<file path="config.mk">
export PLATFORM = sky130hd
export DESIGN_NAME = flash_guard
export DESIGN_NICKNAME = d
export VERILOG_FILES = /design/src/core/flash_guard_pkg.sv /design/src/core/flash_guard.sv
export SDC_FILE = /design/constraint.sdc
export NUM_CORES = 1
export LEC_CHECK = 0
export BUFFER_PORTS_ARGS = -buffer_cell sky130_fd_sc_hd__buf_2
export CORE_MARGIN = 4
export CORE_UTILIZATION = 60
export CTS_CLUSTER_DIAMETER = 30
export DETAILED_ROUTE_END_ITERATION = 12
export PLACE_DENSITY = 0.81
export SYNTH_ARGS = -nofsm -noshare
export SYNTH_HDL_FRONTEND = slang
export SYNTH_SLANG_ARGS = --single-unit
export TNS_END_PERCENT = 50
</file>
<file path="constraint.sdc">
create_clock -name clk_sys -period 7.3 [get_ports clk_sys]
set_input_delay 0.365 -clock clk_sys [delete_from_list [all_inputs] [get_ports clk_sys]]
set_output_delay 0.365 -clock clk_sys [all_outputs]
set_load 0.01 [all_outputs]
</file>
<file path="src/core/flash_guard_pkg.sv">
// constants for the flash write-protection block
package flash_guard_pkg;

  // ----------------------------------------------------------------
  // serial command codes
  // ----------------------------------------------------------------
  localparam logic [7:0] OP_WRITE_ENABLE  = 8'h06;
  localparam logic [7:0] OP_WRITE_DISABLE = 8'h04;
  localparam logic [7:0] OP_STATUS_WRITE  = 8'h01;
  localparam logic [7:0] OP_PAGE_PROGRAM  = 8'h02;
  localparam logic [7:0] OP_SECTOR_ERASE  = 8'h20;
  localparam logic [7:0] OP_CHIP_ERASE_A  = 8'hC7;
  localparam logic [7:0] OP_CHIP_ERASE_B  = 8'h60;

  // ----------------------------------------------------------------
  // frame lengths in serial bits
  // ----------------------------------------------------------------
  localparam logic [5:0] BITS_CMD_ONLY = 6'h08;
  localparam logic [5:0] BITS_CMD_DATA = 6'h10;
  localparam logic [5:0] BITS_HEAD_END = 6'h1F;
  localparam logic [5:0] BITS_CMD_ADDR = 6'h20;
  localparam logic [5:0] BITS_SATURATE = 6'h28;

  // ----------------------------------------------------------------
  // protection status byte layout
  // ----------------------------------------------------------------
  localparam int         SB_GUARD_LSB = 0;
  localparam int         SB_GUARD_W   = 5;
  localparam int         SB_INVERT    = 5;
  localparam int         SB_LOCK_LO   = 6;
  localparam int         SB_LOCK_HI   = 7;
  localparam logic [7:0] SB_RESET     = 8'h00;

  // ----------------------------------------------------------------
  // array geometry
  // ----------------------------------------------------------------
  localparam logic [23:0] ARRAY_TOP       = 24'h800000;
  localparam logic [23:0] SIZE_UNIT_BIG   = 24'h020000;
  localparam logic [23:0] SIZE_UNIT_SMALL = 24'h001000;
  localparam logic [23:0] SIZE_SMALL_MAX  = 24'h008000;
  localparam logic [2:0]  CODE_NONE       = 3'h0;
  localparam logic [2:0]  CODE_ALL        = 3'h7;
  localparam logic [2:0]  CODE_SMALL_CAP  = 3'h4;

  // ----------------------------------------------------------------
  // apb register map
  // ----------------------------------------------------------------
  localparam logic [7:0] REG_GUARD_STATE = 8'h00;
  localparam logic [7:0] REG_CONTROL     = 8'h04;
  localparam logic [7:0] REG_IRQ_STATUS  = 8'h08;
  localparam logic [7:0] REG_IRQ_MASK    = 8'h0C;
  localparam logic [7:0] REG_LAST_ADDR   = 8'h10;

  // guard state read fields
  localparam int GS_WEL       = 8;
  localparam int GS_VIOLATION = 9;
  localparam int GS_WP_LEVEL  = 10;

  // control write fields
  localparam int CTRL_SOFT_RESET = 0;

  // interrupt bits
  localparam int          IRQ_W         = 3;
  localparam int          IRQ_REFUSED   = 0;
  localparam int          IRQ_VIOLATION = 1;
  localparam int          IRQ_OP_DONE   = 2;
  localparam logic [IRQ_W-1:0] IRQ_RESET = 3'h0;

endpackage : flash_guard_pkg

</file>
<file path="src/core/flash_guard.sv">
// flash write-protection logic with serial command front end and apb
`timescale 1ns/1ps
module flash_guard
  import flash_guard_pkg::*;
#(
  parameter int PADDR_W = 8
) (
  input  wire logic               clk_sys,
  input  wire logic               resetn,
  input  wire logic               psel,
  input  wire logic               penable,
  input  wire logic               pwrite,
  input  wire logic [PADDR_W-1:0] paddr,
  input  wire logic [31:0]        pwdata,
  output logic      [31:0]        prdata,
  output logic                    pready,
  output logic                    pslverr,
  input  wire logic               spi_sck,
  input  wire logic               spi_cs_n,
  input  wire logic               spi_si,
  input  wire logic               wp_n,
  output logic                    prog_start,
  output logic                    erase_start,
  output logic                    op_chip,
  output logic      [23:0]        op_addr,
  output logic                    sr_write_start,
  output logic      [7:0]         sr_value,
  output logic                    irq
);

  // ----------------------------------------------------------------
  // pin synchronisers
  // ----------------------------------------------------------------
  logic sck_s1, sck_s2, sck_d;
  logic cs_s1, cs_s2, cs_d;
  logic si_s1, si_s2;
  logic wp_s1, wp_s2;
  always_ff @(posedge clk_sys) begin
    if (!resetn) begin
      sck_s1 <= 1'b0;
      sck_s2 <= 1'b0;
      sck_d  <= 1'b0;
      cs_s1  <= 1'b1;
      cs_s2  <= 1'b1;
      cs_d   <= 1'b1;
      si_s1  <= 1'b0;
      si_s2  <= 1'b0;
      wp_s1  <= 1'b0;
      wp_s2  <= 1'b0;
    end else begin
      sck_s1 <= spi_sck;
      sck_s2 <= sck_s1;
      sck_d  <= sck_s2;
      cs_s1  <= spi_cs_n;
      cs_s2  <= cs_s1;
      cs_d   <= cs_s2;
      si_s1  <= spi_si;
      si_s2  <= si_s1;
      wp_s1  <= wp_n;
      wp_s2  <= wp_s1;
    end
  end

  logic sck_rise, frame_end;
  assign sck_rise  = sck_s2 & ~sck_d & ~cs_s2;
  assign frame_end = cs_s2 & ~cs_d;

  // ----------------------------------------------------------------
  // guarded range decode
  // ----------------------------------------------------------------
  function automatic logic in_region(input logic [22:0] a,
                                     input logic [4:0]  g);
    logic [2:0]  code;
    logic [23:0] size;
    logic        hit;
    code = g[2:0];
    size = '0;
    hit  = 1'b0;
    if (code == CODE_NONE) begin
      hit = 1'b0;
    end else if (code == CODE_ALL) begin
      hit = 1'b1;
    end else begin
      if (!g[4]) begin
        size = SIZE_UNIT_BIG << (code - 3'h1);
      // small end areas cap at 32KB
      end else if (code >= CODE_SMALL_CAP) begin
        size = SIZE_SMALL_MAX;
      end else begin
        size = SIZE_UNIT_SMALL << (code - 3'h1);
      end
      if (!g[3]) begin
        hit = {1'b0, a} >= (ARRAY_TOP - size);
      end else begin
        hit = {1'b0, a} < size;
      end
    end
    return hit;
  endfunction : in_region

  // ----------------------------------------------------------------
  // state
  // ----------------------------------------------------------------
  logic [5:0]       bits, next_bits;
  logic [31:0]      shift, next_shift;
  logic [31:0]      head, next_head;
  logic [7:0]       sr, next_sr;
  logic             write_enable_latch, next_wel;
  logic             violation, next_violation;
  logic [IRQ_W-1:0] irq_st, next_irq_st;
  logic [IRQ_W-1:0] irq_mask, next_irq_mask;
  logic [31:0]      rdata, next_rdata;
  logic             prog_q, next_prog_q;
  logic             erase_q, next_erase_q;
  logic             chip_q, next_chip_q;
  logic [23:0]      addr_q, next_addr_q;
  logic             srw_q, next_srw_q;
  logic [7:0]       op;
  logic [23:0]      tgt;
  logic [4:0]       guard;
  logic             invert, guarded, any_guard, sr_ok;
  logic             apb_wr, apb_rd, mapped;
  logic [IRQ_W-1:0] ev;

  assign guard  = sr[SB_GUARD_LSB +: SB_GUARD_W];
  assign invert = sr[SB_INVERT];

  // ----------------------------------------------------------------
  // next-state logic
  // ----------------------------------------------------------------
  always_comb begin
    next_bits      = bits;
    next_shift     = shift;
    next_head      = head;
    next_sr        = sr;
    next_wel       = write_enable_latch;
    next_violation = violation;
    next_irq_mask  = irq_mask;
    next_rdata     = rdata;
    next_prog_q    = 1'b0;
    next_erase_q   = 1'b0;
    next_chip_q    = chip_q;
    next_addr_q    = addr_q;
    next_srw_q     = 1'b0;
    ev             = '0;
    op             = shift[7:0];
    tgt            = head[23:0];
    // status write gate by lock mode
    case ({sr[SB_LOCK_HI], sr[SB_LOCK_LO]})
      2'b00: sr_ok = write_enable_latch;
      2'b01: sr_ok = wp_s2 & write_enable_latch;
      default: sr_ok = 1'b0;
    endcase
    guarded   = in_region(tgt[22:0], guard) ^ invert;
    any_guard = (guard != '0) | invert;
    // serial shifter
    if (cs_s2) begin
      next_bits = '0;
    end else if (sck_rise) begin
      next_shift = {shift[30:0], si_s2};
      if (bits == BITS_HEAD_END) begin
        next_head = {shift[30:0], si_s2};
      end
      if (bits != BITS_SATURATE) begin
        next_bits = bits + 6'h01;
      end
    end
    // command execute at frame end
    if (frame_end) begin
      if (bits == BITS_CMD_ONLY) begin
        if (op == OP_WRITE_ENABLE) begin
          next_wel = 1'b1;
        end else if (op == OP_WRITE_DISABLE) begin
          next_wel = 1'b0;
        end else if ((op == OP_CHIP_ERASE_A || op == OP_CHIP_ERASE_B)
                     && write_enable_latch) begin
          if (any_guard) begin
            next_violation        = 1'b1;
            ev[IRQ_VIOLATION]     = 1'b1;
          end else begin
            next_erase_q          = 1'b1;
            next_chip_q           = 1'b1;
            next_addr_q           = '0;
            ev[IRQ_OP_DONE]       = 1'b1;
          end
          next_wel = 1'b0;
        end
      end else if (bits == BITS_CMD_DATA && shift[15:8] == OP_STATUS_WRITE) begin
        if (sr_ok) begin
          next_sr         = shift[7:0];
          next_srw_q      = 1'b1;
          next_wel        = 1'b0;
          ev[IRQ_OP_DONE] = 1'b1;
        end else begin
          ev[IRQ_REFUSED] = 1'b1;
        end
      end else if (bits >= BITS_CMD_ADDR && bits[2:0] == 3'h0 && write_enable_latch) begin
        op = head[31:24];
        if (op == OP_PAGE_PROGRAM || op == OP_SECTOR_ERASE) begin
          next_wel = 1'b0;
          if (guarded) begin
            next_violation    = 1'b1;
            ev[IRQ_VIOLATION] = 1'b1;
          end else begin
            next_prog_q     = (op == OP_PAGE_PROGRAM);
            next_erase_q    = (op == OP_SECTOR_ERASE);
            next_chip_q     = 1'b0;
            next_addr_q     = tgt;
            ev[IRQ_OP_DONE] = 1'b1;
          end
        end
      end
    end
    // apb side
    apb_wr = psel & penable & pwrite;
    apb_rd = psel & ~penable & ~pwrite;
    mapped = 1'b1;
    if (paddr[7:0] == REG_GUARD_STATE) begin
      next_rdata = {21'h0, wp_s2, violation, write_enable_latch, sr};
    end else if (paddr[7:0] == REG_CONTROL) begin
      next_rdata = '0;
      if (apb_wr && pwdata[CTRL_SOFT_RESET]) begin
        next_violation = 1'b0;
        next_wel       = 1'b0;
      end
    end else if (paddr[7:0] == REG_IRQ_STATUS) begin
      next_rdata = {29'h0, irq_st};
    end else if (paddr[7:0] == REG_IRQ_MASK) begin
      next_rdata = {29'h0, irq_mask};
      if (apb_wr) begin
        next_irq_mask = pwdata[IRQ_W-1:0];
      end
    end else if (paddr[7:0] == REG_LAST_ADDR) begin
      next_rdata = {8'h0, addr_q};
    end else begin
      next_rdata = '0;
      mapped     = 1'b0;
    end
    if (!apb_rd) begin
      next_rdata = rdata;
    end
    if (PADDR_W > 8 && paddr[PADDR_W-1:0] != {{(PADDR_W-8){1'b0}},
                                               paddr[7:0]}) begin
      mapped = 1'b0;
    end
    // sticky events, set wins over clear
    if (apb_wr && mapped && paddr[7:0] == REG_IRQ_STATUS) begin
      next_irq_st = (irq_st & ~pwdata[IRQ_W-1:0]) | ev;
    end else begin
      next_irq_st = irq_st | ev;
    end
    if (ev[IRQ_VIOLATION]) begin
      next_violation = 1'b1;
    end
  end

  // ----------------------------------------------------------------
  // registers
  // ----------------------------------------------------------------
  always_ff @(posedge clk_sys) begin
    if (!resetn) begin
      bits      <= '0;
      shift     <= '0;
      head      <= '0;
      sr        <= SB_RESET;
      write_enable_latch       <= 1'b0;
      violation <= 1'b0;
      irq_st    <= IRQ_RESET;
      irq_mask  <= IRQ_RESET;
      rdata     <= '0;
      prog_q    <= 1'b0;
      erase_q   <= 1'b0;
      chip_q    <= 1'b0;
      addr_q    <= '0;
      srw_q     <= 1'b0;
    end else begin
      bits      <= next_bits;
      shift     <= next_shift;
      head      <= next_head;
      sr        <= next_sr;
      write_enable_latch       <= next_wel;
      violation <= next_violation;
      irq_st    <= next_irq_st;
      irq_mask  <= next_irq_mask;
      rdata     <= next_rdata;
      prog_q    <= next_prog_q;
      erase_q   <= next_erase_q;
      chip_q    <= next_chip_q;
      addr_q    <= next_addr_q;
      srw_q     <= next_srw_q;
    end
  end

  // ----------------------------------------------------------------
  // outputs
  // ----------------------------------------------------------------
  assign prdata         = rdata;
  assign pready         = 1'b1;
  assign pslverr        = psel & penable & ~mapped;
  assign prog_start     = prog_q;
  assign erase_start    = erase_q;
  assign op_chip        = chip_q;
  assign op_addr        = addr_q;
  assign sr_write_start = srw_q;
  assign sr_value       = sr;
  assign irq            = |(irq_st & irq_mask);

endmodule : flash_guard

</file>
### Word level (Yosys, flattened, before mapping)

Index checks and enable logic that the tools add are counted.

* flip-flop bits (word level): 155
* word-level logic and storage cells: 202
* bits of input ports: 49
* output and inout port bits: 71

* shift operators: 2
* reductions and logical operators: 27
* eq/ne operators: 23
* bitwise gates (word level): 31
* $lt $le $gt $ge: 4
* add/subtract/negate cells: 3
* muxes and demuxes: 88

Operators by type and width (number)
* $mux 24: 18
* $mux 1: 61
* $eq 8x3->1 const B: 3
* $ge 23x24->1: 1
* $lt 23x24->1: 1
* $shl 13x3->24 const A: 1
* $shl 18x3->24 const A: 1
* $sub 24x24->24 const A: 1
* $eq 8x4->1 const B: 2
* $not 1->1: 15
* $eq 6x5->1 const B: 2
* $mux 2: 6
* $and 1x1->1: 9
* $reduce_and 9->1: 1
* $eq 8x1->1 const B: 1
* $eq 8x2->1 const B: 1
* $eq 8x5->1 const B: 1
* $eq 8x6->1 const B: 1
* $eq 8x7->1 const B: 1
* $eq 8x8->1 const B: 1
* $logic_not 8->1: 1
* $ne 2x2->1 const B: 4
* $logic_and 1x1->1: 7
* $reduce_or 7->1: 1
* other kinds (28): 37

### Longest topological paths before layout

* depth in word-level cells: 22
* gate-level depth with buffers: 20
* depth with buffers taken out: 17

### Worst setup path after synthesis

No wires, ideal clock.

* kind: reg2reg
* from: reg sr[1] (netlist: sr_value[1])
* to: reg addr_q[10] (netlist: op_addr[10])
* library setup time: 0.117 ns
* stages on the path, launching flop included: 21
* arrival: 3.904 ns
* path buffers: 4
* clock period less this slack: 4.021 ns
* path slack: 3.279 ns
* required time: 7.183 ns
* cell sequence: dfxtp_1 -> buf_6 -> clkbuf_1 -> nor2b_1 -> nand2_1 -> ha_1 -> or3_1 -> o21ai_0 -> a22oi_1 -> o32ai_1 -> ha_1 -> nand3_1 -> a211oi_2 -> a211oi_2 -> a2111oi_2 -> or4_4 -> a21oi_2 -> and3_1 -> buf_6 -> buf_8 -> a22o_1

* word-level cells in the longest chain between the ends: 14
* elaborated cells on any way between the ends: 22
* classes of those cells: 2 x add/sub; 3 x order compare; 3 x eq/ne; 2 x shift; 7 x mux; 2 x bitwise; 3 x reduce/logical

Ends and longest elaborated chain
* start: declaration: RTL line flash_guard.sv:107 `logic [7:0] sr, next_sr;`
* start signal: assignment: RTL line flash_guard.sv:280 `sr <= next_sr;`
* $sub 3x1->3: RTL line flash_guard.sv:85, flash_guard.sv:90
* $shl 13x3->24: RTL line flash_guard.sv:90 `size = SIZE_UNIT_SMALL << (code - 3'h1);`
* $mux 24: RTL line flash_guard.sv:87 `end else if (code >= CODE_SMALL_CAP) begin`
* $mux 24: RTL line flash_guard.sv:84 `if (!g[4]) begin`
* $mux 24: RTL line flash_guard.sv:81 `end else if (code == CODE_ALL) begin`
* $mux 24: RTL line flash_guard.sv:79 `if (code == CODE_NONE) begin`
* $sub 24x24->24: RTL line flash_guard.sv:93 `hit = {1'b0, a} >= (ARRAY_TOP - size);`
* $ge 23x24->1: RTL line flash_guard.sv:93
* $mux 1: RTL line flash_guard.sv:92 `if (!g[3]) begin`
* $mux 1: RTL line flash_guard.sv:81
* $mux 1: RTL line flash_guard.sv:79
* $xor 1x1->1: RTL line flash_guard.sv:154 `guarded = in_region(tgt[22:0], guard) ^ invert;`
* $ne 2x1->1 (no line)
* $reduce_and 9->1 (no line) (*)
* end signal: assignment: RTL line flash_guard.sv:289 `addr_q <= next_addr_q;`
* end: declaration: RTL line flash_guard.sv:116 `logic [23:0] addr_q, next_addr_q;`

Every way passes the cells marked *; elsewhere a longest branch is shown, timed or not. The select of a mux whose other input is x is not followed.
A chain may end at the register's enable or synchronous reset.

### Worst setup path in the final report

* from: reg sr[0] (netlist: sr_value[0])
* to: reg addr_q[21] (netlist: op_addr[21])

The elaborated chain is that of the path after synthesis.

==> results.json <==
{
  "dp.final_hpwl_um": 11200,
  "clock_tree.htree_level_count": 4,
  "utilization_pct": 71.6,
  "cts_root_buffer": "sky130_fd_sc_hd__clkbuf_8",
  "clk-insertion-delay-late_ns": 0.52,
  "syn_inst": 783,
  "synth.area.top_cells": "sky130_fd_sc_hd__dfxtp_1 45%, sky130_fd_sc_hd__nand2_1 10%, sky130_fd_sc_hd__a21oi_1 7.7%, sky130_fd_sc_hd__ha_1 4.4%, sky130_fd_sc_hd__a22o_1 3.5%",
  "hold_vio_cnt_final": 0,
  "crit_path_start_kind": "register",
  "critical_path.reg2reg.endpoint": "op_addr[21]",
  "number_of_standard_cell_rows_in_the_floorplan": 37,
  "detailedRoute.firstIterationViolations": 561,
  "synth_cell_type_count": 66,
  "final_layout_size_suffix_gt1_share_pct": 15.8,
  "grt_pass1_vias": 5539,
  "ys.flop_type": "sky130_fd_sc_hd__dfxtp_1",
  "cts_buffers": 17,
  "number_of_max_cap_violations": 0,
  "layout_commonest_cell": "sky130_fd_sc_hd__nand2_1",
  "most-common-layout-cells": "179 x sky130_fd_sc_hd__nand2_1, 147 x sky130_fd_sc_hd__dfxtp_1, 100 x sky130_fd_sc_hd__a21oi_1, 81 x sky130_fd_sc_hd__buf_2, 44 x sky130_fd_sc_hd__nor2_1",
  "grt_first_pass_wirelength_um": 27000,
  "cts.path.max_buffers": 2,
  "place.detailed.instances": 956,
  "post-route-drc-count": 0,
  "globalRouteTotalUtil_pct": 26.4,
  "synthArstFlopShare_pct": 0,
  "areaGrowthSynthToFinish_pct": 15.1,
  "p_leak_nw": 2.92,
  "crit_type": "reg -> reg",
  "report.final.slew_viol_count": 0,
  "synth.yosys.warnings": 0,
  "cts_tree": "yes",
  "cts.sinks": 147,
  "io-pin-count": 120,
  "min_path_cells": 2,
  "endpoint": "op_addr[21]",
  "power_per_cell_area_mw_per_mm2": 236,
  "cts_post_setup_buffers_inserted": 0,
  "coreArea_mm2": 0.0104,
  "post_cts_resized": 0,
  "syn_area_per_cell_um2": 8.28,
  "r2r_start": "sr_value[0]",
  "timing.reg2reg.worst_path_depth": 17,
  "die_width_um": 112,
  "finalSetupViolations": 0,
  "outcome": "completed",
  "largest_net_degree_at_the_start_of_global_routing": 99,
  "holdBufCountCts": 0,
  "die_area_mm2": 0.0125,
  "grt_setup_unrepaired": "false",
  "netlist_area_mm2": 0.00648,
  "post-synth-top-area-cell": "sky130_fd_sc_hd__dfxtp_1",
  "routabilityCongestion": 0.899,
  "route.detailed.wl_per_inst_um": 16.7,
  "cp_max_fo": 24,
  "synth_top_area_share_pct": 45.4,
  "clkSlewWorstSetupHoldPaths_ns": 0.06,
  "initial_utilization_pct": 62.2,
  "cp_data_required_time_ns": 7.76,
  "drt-pass1-iter-count": 5,
  "layout.cells.non_filler": 986,
  "placement.io_buffers": 81,
  "worstHoldPathType": "in -> reg",
  "antenna_violating_nets_post_route": 0,
  "reg2reg_slack_ns": 2.14,
  "die_h_um": 112,
  "synth_edf_count": 0,
  "ys_seq_elements": 147,
  "timing.fmax_mhz": 194,
  "vdd_drop_max_mv": 0.140,
  "num_vias": 5893,
  "total_power_mw": 1.76,
  "tightest_slew_ns": 1.29,
  "timing.slew.headroom_pct": 13.4,
  "period_minus_slack_ns": 5.16,
  "grt_antenna_before_repair": 0,
  "worst_ep_arrival_time_ns": 5.62,
  "avgViaCountPerCell": 5.98,
  "ratio_of_final_minimum_period_to_clock_period_pct": 70.7,
  "finalSetupTns_ns": 0,
  "ys_seq_area_share_pct": 45.4,
  "antenna_cells": 0,
  "wl_um": 16500,
  "worstSetupEndpointType": "register",
  "num-nets-final": 911,
  "worst_skew_ns": 0.00678,
  "overflow_left_after_global_routing": 0,
  "setup.worst_path.start": "sr_value[0]"
}
-- cell usage after synthesis (3+ instances only) --
| library cell | count |
|---|---|
| sky130_fd_sc_hd__nand3_1 | 28 |
| sky130_fd_sc_hd__nor3_1 | 20 |
| sky130_fd_sc_hd__o21a_1 | 3 |
| sky130_fd_sc_hd__mux2i_1 | 11 |
| sky130_fd_sc_hd__or3_1 | 6 |
| sky130_fd_sc_hd__nor4_1 | 4 |
| sky130_fd_sc_hd__nand2b_1 | 11 |
| sky130_fd_sc_hd__nor4b_1 | 3 |
| sky130_fd_sc_hd__nor2_1 | 45 |
| sky130_fd_sc_hd__o21ai_0 | 11 |
| sky130_fd_sc_hd__nand2_1 | 179 |
| sky130_fd_sc_hd__inv_1 | 12 |
| sky130_fd_sc_hd__nor2b_1 | 5 |
| sky130_fd_sc_hd__clkbuf_1 | 42 |
| sky130_fd_sc_hd__and2_1 | 11 |
| sky130_fd_sc_hd__buf_4 | 9 |
| sky130_fd_sc_hd__a22o_1 | 26 |
| sky130_fd_sc_hd__or4_1 | 3 |
| sky130_fd_sc_hd__or2_2 | 3 |
| sky130_fd_sc_hd__a211oi_1 | 3 |
| sky130_fd_sc_hd__nand4_1 | 7 |
| sky130_fd_sc_hd__xor2_1 | 4 |
| sky130_fd_sc_hd__dfxtp_1 | 147 |
| sky130_fd_sc_hd__a21oi_1 | 100 |
| sky130_fd_sc_hd__a221oi_1 | 9 |
| sky130_fd_sc_hd__xnor2_1 | 3 |
| sky130_fd_sc_hd__and3_1 | 4 |
| sky130_fd_sc_hd__ha_1 | 23 |
-- registers in the layout, indices dropped and copies added, names as in the netlist, 3 cells and up --
signal	count
head	32
shift	31
op_addr	24
prdata	24
sr_value	8
bits	6
irq_mask	3
irq_st	3
-- through the flow --
stage	instance area, um^2	hold WS, ns	setup WS, ns
after floorplan	6510	0.386	3.28
after global placement	6850	0.399	2.36
after detailed placement	6850	0.407	2.25
after CTS	7460	0.0223	2.22
after global routing	7460	0.0211	1.69
final	7460	0.0355	2.14
-- cells by family after synthesis --
logic type	share of synthesized area (%)
AOI/OAI and AO/OA	18.0
xor gates and xnor gates	0.946
adders and majority gates	4.59
buffers and inverters	5.19
DFF	45.4
muxes	1.70
other	0.116
and+or+nand+nor	24.1
-- layer usage --
layer  GRT usage [%]  vias up  wire (um)
li1                -     2820          -
met1            33.3     2805       6920
met2            44.1      227       7960
met3            5.43       41       1220
met4            10.8        0        390
met5               0        -          0
-- how the worst min path moves through the flow --
stage,from,slack (ns),to
floorplan,cs_s1,0.39,cs_s2
global placement,cs_s1,0.40,cs_s2
detailed placement,cs_s1,0.41,cs_s2
CTS,spi_cs_n,0.02,cs_s1
global route,spi_cs_n,0.02,cs_s1
finish,spi_cs_n,0.04,cs_s1
-- critical path: stages, from the launching register on --
cell and delay (ns):
sky130_fd_sc_hd__dfxtp_1 0.71, sky130_fd_sc_hd__inv_1 0.31, sky130_fd_sc_hd__nor2_1 0.27, sky130_fd_sc_hd__nand2_1 0.13
sky130_fd_sc_hd__ha_1 0.30, sky130_fd_sc_hd__or3_1 0.33, sky130_fd_sc_hd__o21ai_0 0.08, sky130_fd_sc_hd__a22oi_1 0.08
sky130_fd_sc_hd__o32ai_1 0.17, sky130_fd_sc_hd__ha_1 0.16, sky130_fd_sc_hd__nand3_1 0.09, sky130_fd_sc_hd__a211oi_2 0.18
sky130_fd_sc_hd__a211oi_2 0.11, sky130_fd_sc_hd__a2111oi_2 0.62, sky130_fd_sc_hd__o31ai_1 0.24, sky130_fd_sc_hd__a21oi_2 0.26
sky130_fd_sc_hd__and3_1 0.75, sky130_fd_sc_hd__a22o_1 0.27
-- power breakdown --
| part | switching (mW) | internal (mW) |
|---|---|---|
| clock network | 0.323 | 0.585 |
| logic | 0.0297 | 0.0130 |
| registers | 0.00236 | 0.808 |
-- cell type report --
class	instances	area, um^2
clock buffers	20	425
multi-input cells	574	3240
fillers	824	2960
clock inverters	10	184
inverters	13	48.8
well taps	136	170
flip-flops and latches	147	2940
repair buffers	86	443
Power figures use the tool's default switching activity.
